<file path="config.mk">
export PLATFORM = sky130hd
export DESIGN_NAME = hti_readout
export DESIGN_NICKNAME = d
export VERILOG_FILES = /design/src/hdl/hti_pkg.sv /design/src/hdl/hti_readout.sv /design/src/hdl/hti_meas.sv
export SDC_FILE = /design/constraint.sdc
export NUM_CORES = 1
export LEC_CHECK = 0
export BUFFER_PORTS_ARGS = -buffer_cell sky130_fd_sc_hd__buf_2
export CORE_MARGIN = 4
export CORE_UTILIZATION = 60
export CTS_CLUSTER_DIAMETER = 150
export DETAILED_ROUTE_END_ITERATION = 6
export PLACE_DENSITY = 0.8
export SYNTH_ARGS = -nofsm -noshare
export SYNTH_HDL_FRONTEND = slang
export SYNTH_HIERARCHICAL = 1
export SYNTH_SLANG_ARGS = --single-unit
export TNS_END_PERCENT = 50
</file>
<file path="constraint.sdc">
create_clock -name ref_clk -period 8.4 [get_ports ref_clk]
set_input_delay 1.26 -clock ref_clk [delete_from_list [all_inputs] [get_ports ref_clk]]
set_output_delay 1.26 -clock ref_clk [all_outputs]
set_load 0.03 [all_outputs]
</file>
<file path="src/hdl/hti_pkg.sv">
package hti_pkg;

    // fixed bus address of this sensor
    localparam logic [6:0]  HTI_SLAVE_ADDR = 7'h44;
    // bits in one serial byte
    localparam logic [3:0]  HTI_BYTE_BITS  = 4'h8;
    // bit index of the last data bit of a byte
    localparam logic [3:0]  HTI_LAST_BIT   = 4'h7;
    // index of the first byte after the fourth one
    localparam logic [2:0]  HTI_BYTE_LAST  = 3'h4;
    // filler sent after the four result bytes
    localparam logic [7:0]  HTI_FILL_BYTE  = 8'hFF;

    // status field codes
    localparam logic [1:0]  HTI_ST_VALID   = 2'h0;
    localparam logic [1:0]  HTI_ST_STALE   = 2'h1;

    // resolution codes
    localparam logic [1:0]  HTI_RES_8      = 2'h0;
    localparam logic [1:0]  HTI_RES_10     = 2'h1;
    localparam logic [1:0]  HTI_RES_12     = 2'h2;
    localparam logic [1:0]  HTI_RES_14     = 2'h3;

    // core clock rate
    localparam real         HTI_CLK_MHZ    = 250.0;
    // total measurement time, wake-up included, per resolution
    localparam real         HTI_T_MEAS_8_MS  = 1.4;
    localparam real         HTI_T_MEAS_10_MS = 2.9;
    localparam real         HTI_T_MEAS_12_MS = 10.0;
    localparam real         HTI_T_MEAS_14_MS = 35.0;
    // the same times in core clock cycles
    localparam logic [31:0] HTI_MEAS_CYC_8  =
        32'(int'(HTI_T_MEAS_8_MS * 1000.0 * HTI_CLK_MHZ));
    localparam logic [31:0] HTI_MEAS_CYC_10 =
        32'(int'(HTI_T_MEAS_10_MS * 1000.0 * HTI_CLK_MHZ));
    localparam logic [31:0] HTI_MEAS_CYC_12 =
        32'(int'(HTI_T_MEAS_12_MS * 1000.0 * HTI_CLK_MHZ));
    localparam logic [31:0] HTI_MEAS_CYC_14 =
        32'(int'(HTI_T_MEAS_14_MS * 1000.0 * HTI_CLK_MHZ));

    // one corrected result pair
    typedef struct packed {
        logic [13:0] hum;
        logic [13:0] temp;
    } hti_result_type;

    // resolution pair of both channels
    typedef struct packed {
        logic [1:0] hum;
        logic [1:0] temp;
    } hti_res_type;

endpackage : hti_pkg

</file>
<file path="src/hdl/hti_readout.sv">
// Overview of operation
// slave only, standard and fast rates
// answer address 44 hex only
// master frames transfers with start, stop
// sample on rise, hold data while high
// seven address bits then direction bit
// eight bits plus acknowledge bit
// sleep until a measurement request
// write-direction address starts a measurement
// humidity, temperature, correct, update, sleep
// 14-bit values, most significant first
// read-direction address fetches, acknowledged
// keep sending until master not-acknowledges
// bytes one, two: status plus humidity
// bytes three, four: temperature, low bits undefined
// master may stop after byte two
// master may stop after byte three
// master waits or checks status bits
// cycle time set by resolution
// status 00 fresh, 01 already fetched
// output held between measurement cycles
module hti_readout #(
    parameter logic [31:0] MEAS_CYC_8  = hti_pkg::HTI_MEAS_CYC_8,
    parameter logic [31:0] MEAS_CYC_10 = hti_pkg::HTI_MEAS_CYC_10,
    parameter logic [31:0] MEAS_CYC_12 = hti_pkg::HTI_MEAS_CYC_12,
    parameter logic [31:0] MEAS_CYC_14 = hti_pkg::HTI_MEAS_CYC_14
) (
    input  wire logic                 ref_clk,
    input  wire logic                 rst,
    input  wire logic                 scl_i,
    input  wire logic                 sda_i,
    output logic                      sda_o,
    output logic                      sda_oe,
    input  wire hti_pkg::hti_res_type res,
    input  wire logic [13:0]          hum_raw,
    input  wire logic [13:0]          temp_raw,
    output logic                      core_awake
);
    import hti_pkg::*;

    // serial engine states
    typedef enum logic [2:0] {
        S_IDLE, S_ADDR, S_ACK, S_RX, S_TX, S_TXACK
    } hti_sstate_type;

    logic [2:0]     scl_sy_r;   // scl synchroniser plus history
    logic [2:0]     sda_sy_r;   // sda synchroniser plus history
    logic           scl_rise;   // scl rising edge seen
    logic           scl_fall;   // scl falling edge seen
    logic           start_det;  // sda falls while scl high
    logic           stop_det;   // sda rises while scl high
    hti_sstate_type st_r;       // engine state
    logic [3:0]     bit_cnt_r;  // bits of current byte
    logic [7:0]     shift_r;    // received bits
    logic           rw_r;       // direction of this transfer
    logic           acked_r;    // master acknowledged last byte
    logic [2:0]     byte_idx_r; // next byte to send
    logic [7:0]     tx_r;       // byte being shifted out
    logic           sda_oe_r;   // pulling sda low
    logic           mr_r;       // measurement request pulse
    logic           df_r;       // data fetch pulse
    hti_result_type result;     // held measurement result
    logic           stale;      // result already fetched
    logic [7:0]     first_byte; // byte sent right after the address
    logic [7:0]     next_byte;  // byte sent after an acknowledge

    // result byte for a given position
    function automatic logic [7:0] byte_sel(input logic [2:0]     idx,
                                            input hti_result_type rv,
                                            input logic           stl);
        case (idx)
            3'h0:    byte_sel = {stl ? HTI_ST_STALE : HTI_ST_VALID,
                                 rv.hum[13:8]};
            3'h1:    byte_sel = rv.hum[7:0];
            3'h2:    byte_sel = rv.temp[13:6];
            3'h3:    byte_sel = {rv.temp[5:0], 2'h0};
            default: byte_sel = HTI_FILL_BYTE;
        endcase
    endfunction : byte_sel

    // measurement sequencer and output register
    hti_meas #(
        .MEAS_CYC_8  (MEAS_CYC_8),
        .MEAS_CYC_10 (MEAS_CYC_10),
        .MEAS_CYC_12 (MEAS_CYC_12),
        .MEAS_CYC_14 (MEAS_CYC_14)
    ) u_meas (
        .ref_clk             (ref_clk),
        .rst                 (rst),
        .measurement_request (mr_r),
        .data_fetch          (df_r),
        .res                 (res),
        .hum_raw             (hum_raw),
        .temp_raw            (temp_raw),
        .result_r            (result),
        .stale_r             (stale),
        .core_awake          (core_awake)
    );

    // two-flop synchronisers, third stage for edge history
    always_ff @(posedge ref_clk)
    begin
        if (rst)
        begin
            scl_sy_r <= 3'h7;
            sda_sy_r <= 3'h7;
        end
        else
        begin
            scl_sy_r <= {scl_sy_r[1:0], scl_i};
            sda_sy_r <= {sda_sy_r[1:0], sda_i};
        end
    end

    // edge and condition detect on synchronised stages only
    assign scl_rise  = scl_sy_r[1] & ~scl_sy_r[2];
    assign scl_fall  = ~scl_sy_r[1] & scl_sy_r[2];
    assign start_det = scl_sy_r[1] & scl_sy_r[2]
                       & sda_sy_r[2] & ~sda_sy_r[1];
    assign stop_det  = scl_sy_r[1] & scl_sy_r[2]
                       & ~sda_sy_r[2] & sda_sy_r[1];
    assign first_byte = byte_sel(3'h0, result, stale);
    assign next_byte  = byte_sel(byte_idx_r, result, stale);

    // open-drain data: only ever pulls low
    assign sda_o  = 1'b0;
    assign sda_oe = sda_oe_r;

    // serial slave engine
    always_ff @(posedge ref_clk)
    begin
        if (rst)
        begin
            st_r       <= S_IDLE;
            bit_cnt_r  <= 4'h0;
            shift_r    <= 8'h00;
            rw_r       <= 1'b0;
            acked_r    <= 1'b0;
            byte_idx_r <= 3'h0;
            tx_r       <= 8'h00;
            sda_oe_r   <= 1'b0;
        end
        else if (start_det)
        begin
            // start or repeated start: collect address
            st_r      <= S_ADDR;
            bit_cnt_r <= 4'h0;
            sda_oe_r  <= 1'b0;
        end
        else if (stop_det)
        begin
            // stop ends any transfer
            st_r     <= S_IDLE;
            sda_oe_r <= 1'b0;
        end
        else
        begin
            case (st_r)
                S_ADDR, S_RX:
                begin
                    // shift in on scl rise
                    if (scl_rise && bit_cnt_r < HTI_BYTE_BITS)
                    begin
                        shift_r   <= {shift_r[6:0], sda_sy_r[1]};
                        bit_cnt_r <= bit_cnt_r + 4'h1;
                    end
                    else if (scl_fall && bit_cnt_r == HTI_BYTE_BITS)
                    begin
                        if (st_r == S_RX)
                        begin
                            sda_oe_r <= 1'b1;
                            st_r     <= S_ACK;
                        end
                        else if (shift_r[7:1] == HTI_SLAVE_ADDR)
                        begin
                            sda_oe_r <= 1'b1;
                            rw_r     <= shift_r[0];
                            st_r     <= S_ACK;
                        end
                        else
                            st_r <= S_IDLE;
                    end
                end
                S_ACK:
                begin
                    // acknowledge clock over
                    if (scl_fall)
                    begin
                        bit_cnt_r <= 4'h0;
                        if (rw_r)
                        begin
                            tx_r       <= first_byte;
                            sda_oe_r   <= ~first_byte[7];
                            byte_idx_r <= 3'h1;
                            st_r       <= S_TX;
                        end
                        else
                        begin
                            sda_oe_r <= 1'b0;
                            st_r     <= S_RX;
                        end
                    end
                end
                S_TX:
                begin
                    // next bit on scl fall, msb first
                    if (scl_fall)
                    begin
                        if (bit_cnt_r == HTI_LAST_BIT)
                        begin
                            sda_oe_r <= 1'b0;
                            st_r     <= S_TXACK;
                        end
                        else
                        begin
                            tx_r      <= {tx_r[6:0], 1'b0};
                            sda_oe_r  <= ~tx_r[6];
                            bit_cnt_r <= bit_cnt_r + 4'h1;
                        end
                    end
                end
                S_TXACK:
                begin
                    // master answer sampled on rise
                    if (scl_rise)
                        acked_r <= ~sda_sy_r[1];
                    else if (scl_fall)
                    begin
                        bit_cnt_r <= 4'h0;
                        if (acked_r)
                        begin
                            // continue until a not-acknowledge
                            tx_r     <= next_byte;
                            sda_oe_r <= ~next_byte[7];
                            if (byte_idx_r < HTI_BYTE_LAST)
                                byte_idx_r <= byte_idx_r + 3'h1;
                            st_r <= S_TX;
                        end
                        else
                            st_r <= S_IDLE;
                    end
                end
                default:
                    st_r <= S_IDLE;
            endcase
        end
    end

    // request pulses to the sequencer
    always_ff @(posedge ref_clk)
    begin
        if (rst)
        begin
            mr_r <= 1'b0;
            df_r <= 1'b0;
        end
        else
        begin
            // write address accepted: measurement request
            mr_r <= (st_r == S_ADDR) && scl_fall && !start_det
                    && !stop_det && bit_cnt_r == HTI_BYTE_BITS
                    && shift_r == {HTI_SLAVE_ADDR, 1'b0};
            // read address accepted, first byte loaded: fetch
            df_r <= (st_r == S_ACK) && scl_fall && rw_r
                    && !start_det && !stop_det;
        end
    end

endmodule : hti_readout

</file>
<file path="src/hdl/hti_meas.sv">
module hti_meas #(
    parameter logic [31:0] MEAS_CYC_8  = hti_pkg::HTI_MEAS_CYC_8,
    parameter logic [31:0] MEAS_CYC_10 = hti_pkg::HTI_MEAS_CYC_10,
    parameter logic [31:0] MEAS_CYC_12 = hti_pkg::HTI_MEAS_CYC_12,
    parameter logic [31:0] MEAS_CYC_14 = hti_pkg::HTI_MEAS_CYC_14
) (
    input  wire logic                    ref_clk,
    input  wire logic                    rst,
    input  wire logic                    measurement_request,
    input  wire logic                    data_fetch,
    input  wire hti_pkg::hti_res_type    res,
    input  wire logic [13:0]             hum_raw,
    input  wire logic [13:0]             temp_raw,
    output hti_pkg::hti_result_type      result_r,
    output logic                         stale_r,
    output logic                         core_awake
);
    import hti_pkg::*;

    // sequencer phases
    typedef enum logic [1:0] {M_SLEEP, M_HUM, M_TEMP} hti_mstate_type;

    hti_mstate_type st_r;      // current phase
    logic [31:0]    cnt_r;     // cycles left in phase
    logic [31:0]    total;     // full cycle length
    logic [31:0]    half;      // humidity share
    logic [13:0]    hum_cap_r; // corrected humidity held for the end
    logic           done;      // last cycle of the measurement

    // time for one resolution code
    function automatic logic [31:0] res_cycles(input logic [1:0] r);
        case (r)
            HTI_RES_8:  res_cycles = MEAS_CYC_8;
            HTI_RES_10: res_cycles = MEAS_CYC_10;
            HTI_RES_12: res_cycles = MEAS_CYC_12;
            default:    res_cycles = MEAS_CYC_14;
        endcase
    endfunction : res_cycles

    // correction step: left-align to 14 bits
    function automatic logic [13:0] scale14(input logic [13:0] v,
                                            input logic [1:0]  r);
        case (r)
            HTI_RES_8:  scale14 = {v[7:0], 6'h00};
            HTI_RES_10: scale14 = {v[9:0], 4'h0};
            HTI_RES_12: scale14 = {v[11:0], 2'h0};
            default:    scale14 = v;
        endcase
    endfunction : scale14

    // slower channel sets the cycle length
    assign total = res_cycles((res.hum > res.temp) ? res.hum
                                                   : res.temp);
    assign half  = total >> 1;
    assign done  = (st_r == M_TEMP) && (cnt_r <= 32'h0000_0001);
    // core only powered during a measurement
    assign core_awake = (st_r != M_SLEEP);

    // phase sequencer: humidity, then temperature, then sleep
    always_ff @(posedge ref_clk)
    begin
        if (rst)
        begin
            st_r      <= M_SLEEP;
            cnt_r     <= 32'h0000_0000;
            hum_cap_r <= 14'h0000;
        end
        else
        begin
            case (st_r)
                M_SLEEP:
                begin
                    // wake only on a request
                    if (measurement_request)
                    begin
                        st_r  <= M_HUM;
                        cnt_r <= (half == 32'h0000_0000) ? 32'h0000_0001
                                                         : half;
                    end
                end
                M_HUM:
                begin
                    if (cnt_r <= 32'h0000_0001)
                    begin
                        // humidity conversion done first
                        hum_cap_r <= scale14(hum_raw, res.hum);
                        st_r      <= M_TEMP;
                        cnt_r     <= total - half;
                    end
                    else
                        cnt_r <= cnt_r - 32'h0000_0001;
                end
                M_TEMP:
                begin
                    if (done)
                        st_r <= M_SLEEP;
                    else
                        cnt_r <= cnt_r - 32'h0000_0001;
                end
                default:
                    st_r <= M_SLEEP;
            endcase
        end
    end

    // output register: changes only at the end of a cycle
    always_ff @(posedge ref_clk)
    begin
        if (rst)
            result_r <= '0;
        else if (done)
        begin
            result_r.hum  <= hum_cap_r;
            result_r.temp <= scale14(temp_raw, res.temp);
        end
    end

    // freshness flag: stale from power-on, fresh after update
    always_ff @(posedge ref_clk)
    begin
        if (rst)
            stale_r <= 1'b1;
        else if (done)
            stale_r <= 1'b0;
        else if (data_fetch)
            stale_r <= 1'b1;
    end

endmodule : hti_meas

</file>
==> results_dict.tcl <==
set metrics [dict create \
    first_pass_iters 7 \
    synth_enable_flop_cells 0 \
    swShare_pct 37.8 \
    seq_area_frac_synth_pct 33.6 \
    fp.dieH_um 114 \
    synth_fp_nets 921 \
    worstSetupStartpointType "input pin" \
    max-slew-margin-rel_pct 27.3 \
    cts.repair.resized 0 \
    cap_violations 0 \
    drt-total-wl_mm 18.7 \
    arrival_ps 4810 \
    hold_end "sda_sy_r[1]" \
    yosysWarnings 6 \
    rsz0062_at_grt "false" \
    io_buffer_count 37 \
    wire_per_inst_um 18.5 \
    antenna_cells 0 \
    p_switching_w 0.000745 \
    layout.cells.most_common_list "nand2_1 (118), dfxtp_1 (113), a21oi_1 (84)" \
    p_clk_share_pct 35.3 \
    drive_gt1_share_pct 12.6 \
    detail_route.vias_per_cell 6.63 \
    postRouteAntennaNets 0 \
    power_density_mw_per_mm2 264 \
    crit_type "in -> reg" \
    r2r_end "u_meas/cnt_r[25]" \
    path_cells "buf_2 > inv_1 > ha_1 > nand2_1 > o21ai_0 > o21ai_0 > inv_1 > ha_1 > inv_1 > ha_1 > nand4b_1 > nor3_1 > nor3b_1 > mux2_2 > a222oi_1 > o21ai_1" \
    clock-root-buffer "clkbuf_16" \
    ys_types 80 \
    grt_pass1_wl_mm 30.8 \
    place_area_mm2 0.00688 \
    dp_slack_ps 3500 \
    grt_max_degree 52 \
    grtUsageTotal_pct 29.1 \
    slowest_delay_ps 600 \
    worst-path-buf-inv 4 \
    crit_family "compound AO/OA/AOI/OAI gates" \
    skew_ps 6.77 \
    hp-start "sda_sy_r[0]" \
    synthTopCellsByArea "dfxtp_1 (34%), nand2_1 (6.6%), a21oi_1 (6.2%), ha_1 (5.6%), nor2_1 (3.7%)" \
    async_reset_ff_share_pct 0 \
    max_freq_ghz 0.222 \
    postCtsHoldBufs 0 \
    coreArea_mm2 0.0109 \
    synth_area_mm2 0.00674 \
    syn_inst 855 \
    nets 924 \
    antenna_found_initial 0 \
    period_needed_ps 4510 \
    die_area_mm2 0.0130 \
    dpl.hpwl_mm 13.1 \
    slew_viol_final 0 \
    reg2reg_slack_ps 4630 \
    irDropWorstVdd_mv 0.255 \
    cts_tree "yes" \
    clkTransAtPathRegs_ps 50 \
    grt_overflow 0 \
    grt_pass1_vias 6224 \
    tns_ps 0 \
    violations "DRC" \
    syn2layout_area_growth_pct 10.7 \
    clockBufferDepth 2 \
    worstMarginPinSlew_ps 1090 \
    cp_max_fo 19 \
    final_design_area_no_fill_mm2 0.00746 \
    cts_sinks 113 \
    end_kind "register" \
    leakagePower_nw 2.76 \
    std_cell_rows 38 \
    p_seq_share_pct 29.8 \
    worstRegToRegCells 6 \
    syn_area_per_cell_um2 7.88 \
    hold_viol_final 0 \
    mostFrequentLayoutCell "nand2_1" \
    ios 39 \
    hold_class "reg -> reg" \
    yosysTopAreaCellShare_pct 33.6 \
    clk-insertion-delay-late_ps 410 \
    hold_depth 1 \
    p_int_w 0.00122 \
    outcome "finished with violations" \
    cts_setup_buffers 0 \
    setup_viol 0 \
    die_x_um 114 \
    gp_congestion 0.963 \
    r2r-start "u_meas/cnt_r[8]" \
    total_power_w 0.00197 \
    yosysTopAreaCell "dfxtp_1" \
    fin_util_pct 68.2 \
    cts_made_buffers 17 \
    required_ps 8700 \
    critical_path_cell_count 16 \
    start_util_pct 61.6 \
    ys.flop_type "dfxtp_1" \
    drt_iter0_markers 704 \
    setup_slack_ps 3890 \
    slowest_stage "o21ai_0" \
    pwr-share-comb_pct 34.9 \
    min_period_over_period_pct 53.7 \
    cts_max_level 4 \
    synth_seq_cells 113 \
    remaining_drc_errors 6 \
    num_vias 6698 \
]
cell usage after synthesis (3+ instances only):
cell	n
a21oi_1	84
nor3b_1	6
mux2_2	10
nand3_1	25
o21ai_1	3
o22ai_1	6
nand4_1	15
a222oi_1	7
o21ai_0	25
nor3_1	21
nand2_1	118
or2_2	14
a211oi_1	22
xor2_1	3
and3_1	10
or4_4	3
mux2i_1	18
a31oi_1	10
a2111oi_0	3
o32ai_1	6
a22oi_1	6
nor2_1	66
nor2b_1	9
buf_1	4
nand2b_1	8
nor4b_1	3
xnor2_1	5
clkbuf_1	45
dfxtp_1	113
inv_1	37
o211ai_1	16
a211o_1	4
a221oi_1	14
or4_1	4
ha_1	30
nand4b_1	3
buf_6	3
a41oi_1	3
or3_1	7
and2_1	3
nor4_1	8
buf_2	5
worst reg2reg max path: cells and delay by family, from the launching register on:
| family | cells | cell delay, ps |
|---|---|---|
| flip-flops | 1 | 370 |
| AND/OR/NAND/NOR | 4 | 2890 |
| AO/OA/AOI/OAI | 2 | 430 |
sequential cells by signal, summed over array words and instances (netlist names), 2 cells and up:
name,flops
u_meas/hum_cap_r,14
u_meas/st_r,2
shift_r,8
byte_idx_r,3
tx_r,7
sda_sy_r,3
scl_sy_r,3
u_meas/result_r,28
u_meas/cnt_r,32
st_r,3
bit_cnt_r,4
power by group through the flow:
stage / Clock, W / Combinational [W] / Sequential (W)
detailed placement: 0 / 0.000655 / 0.000596
floorplan: 0 / 0.000524 / 0.000590
global placement: 0 / 0.000641 / 0.000595
CTS: 0.000700 / 0.000657 / 0.000585
global route: 0.000732 / 0.000733 / 0.000589
finish: 0.000694 / 0.000687 / 0.000586
final cells by class:
class / instances / area (µm²)
timing repair buffer: 42 / 223
tap: 140 / 175
fill: 903 / 3480
sequential: 113 / 2260
multi-input combinational: 646 / 4080
clock buffer: 21 / 460
inverter: 38 / 143
clock inverter: 11 / 113
cells by family after synthesis:
family | share of synthesized area [%]
compound gates | 24.5
xor+xnor | 1.04
fa+ha+maj | 5.57
buf+inv | 5.83
flops | 33.6
mux | 4.35
other cells | 0.0557
simple gates | 25.1
through the flow:
step                      hold slack, ps  cells
after CTS                            417   1011
after detailed placement             399    979
after floorplan                      389    855
after global routing                 429   1011
after global placement               396    979
final                                412   1011
how the worst max path moves through the flow:
stage	from	to
after detailed placement	res[2]	u_meas/cnt_r[27]
final	res[2]	u_meas/cnt_r[27]
after global placement	res[2]	u_meas/cnt_r[27]
after floorplan	res[2]	u_meas/cnt_r[7]
after global routing	res[2]	u_meas/cnt_r[27]
after CTS	res[2]	u_meas/cnt_r[27]
routing by layer:
layer | share of wire (%) | vias up | wire length [µm] | track usage [%]
li1 | - | 3136 | - | -
met1 | 42 | 3156 | 7830 | 37.3
met2 | 47 | 350 | 8880 | 47.1
met3 | 8.0 | 56 | 1500 | 6.31
met4 | 2.8 | 0 | 531 | 13.2
met5 | 0 | - | 0 | 0
Power figures use the tool's default switching activity.
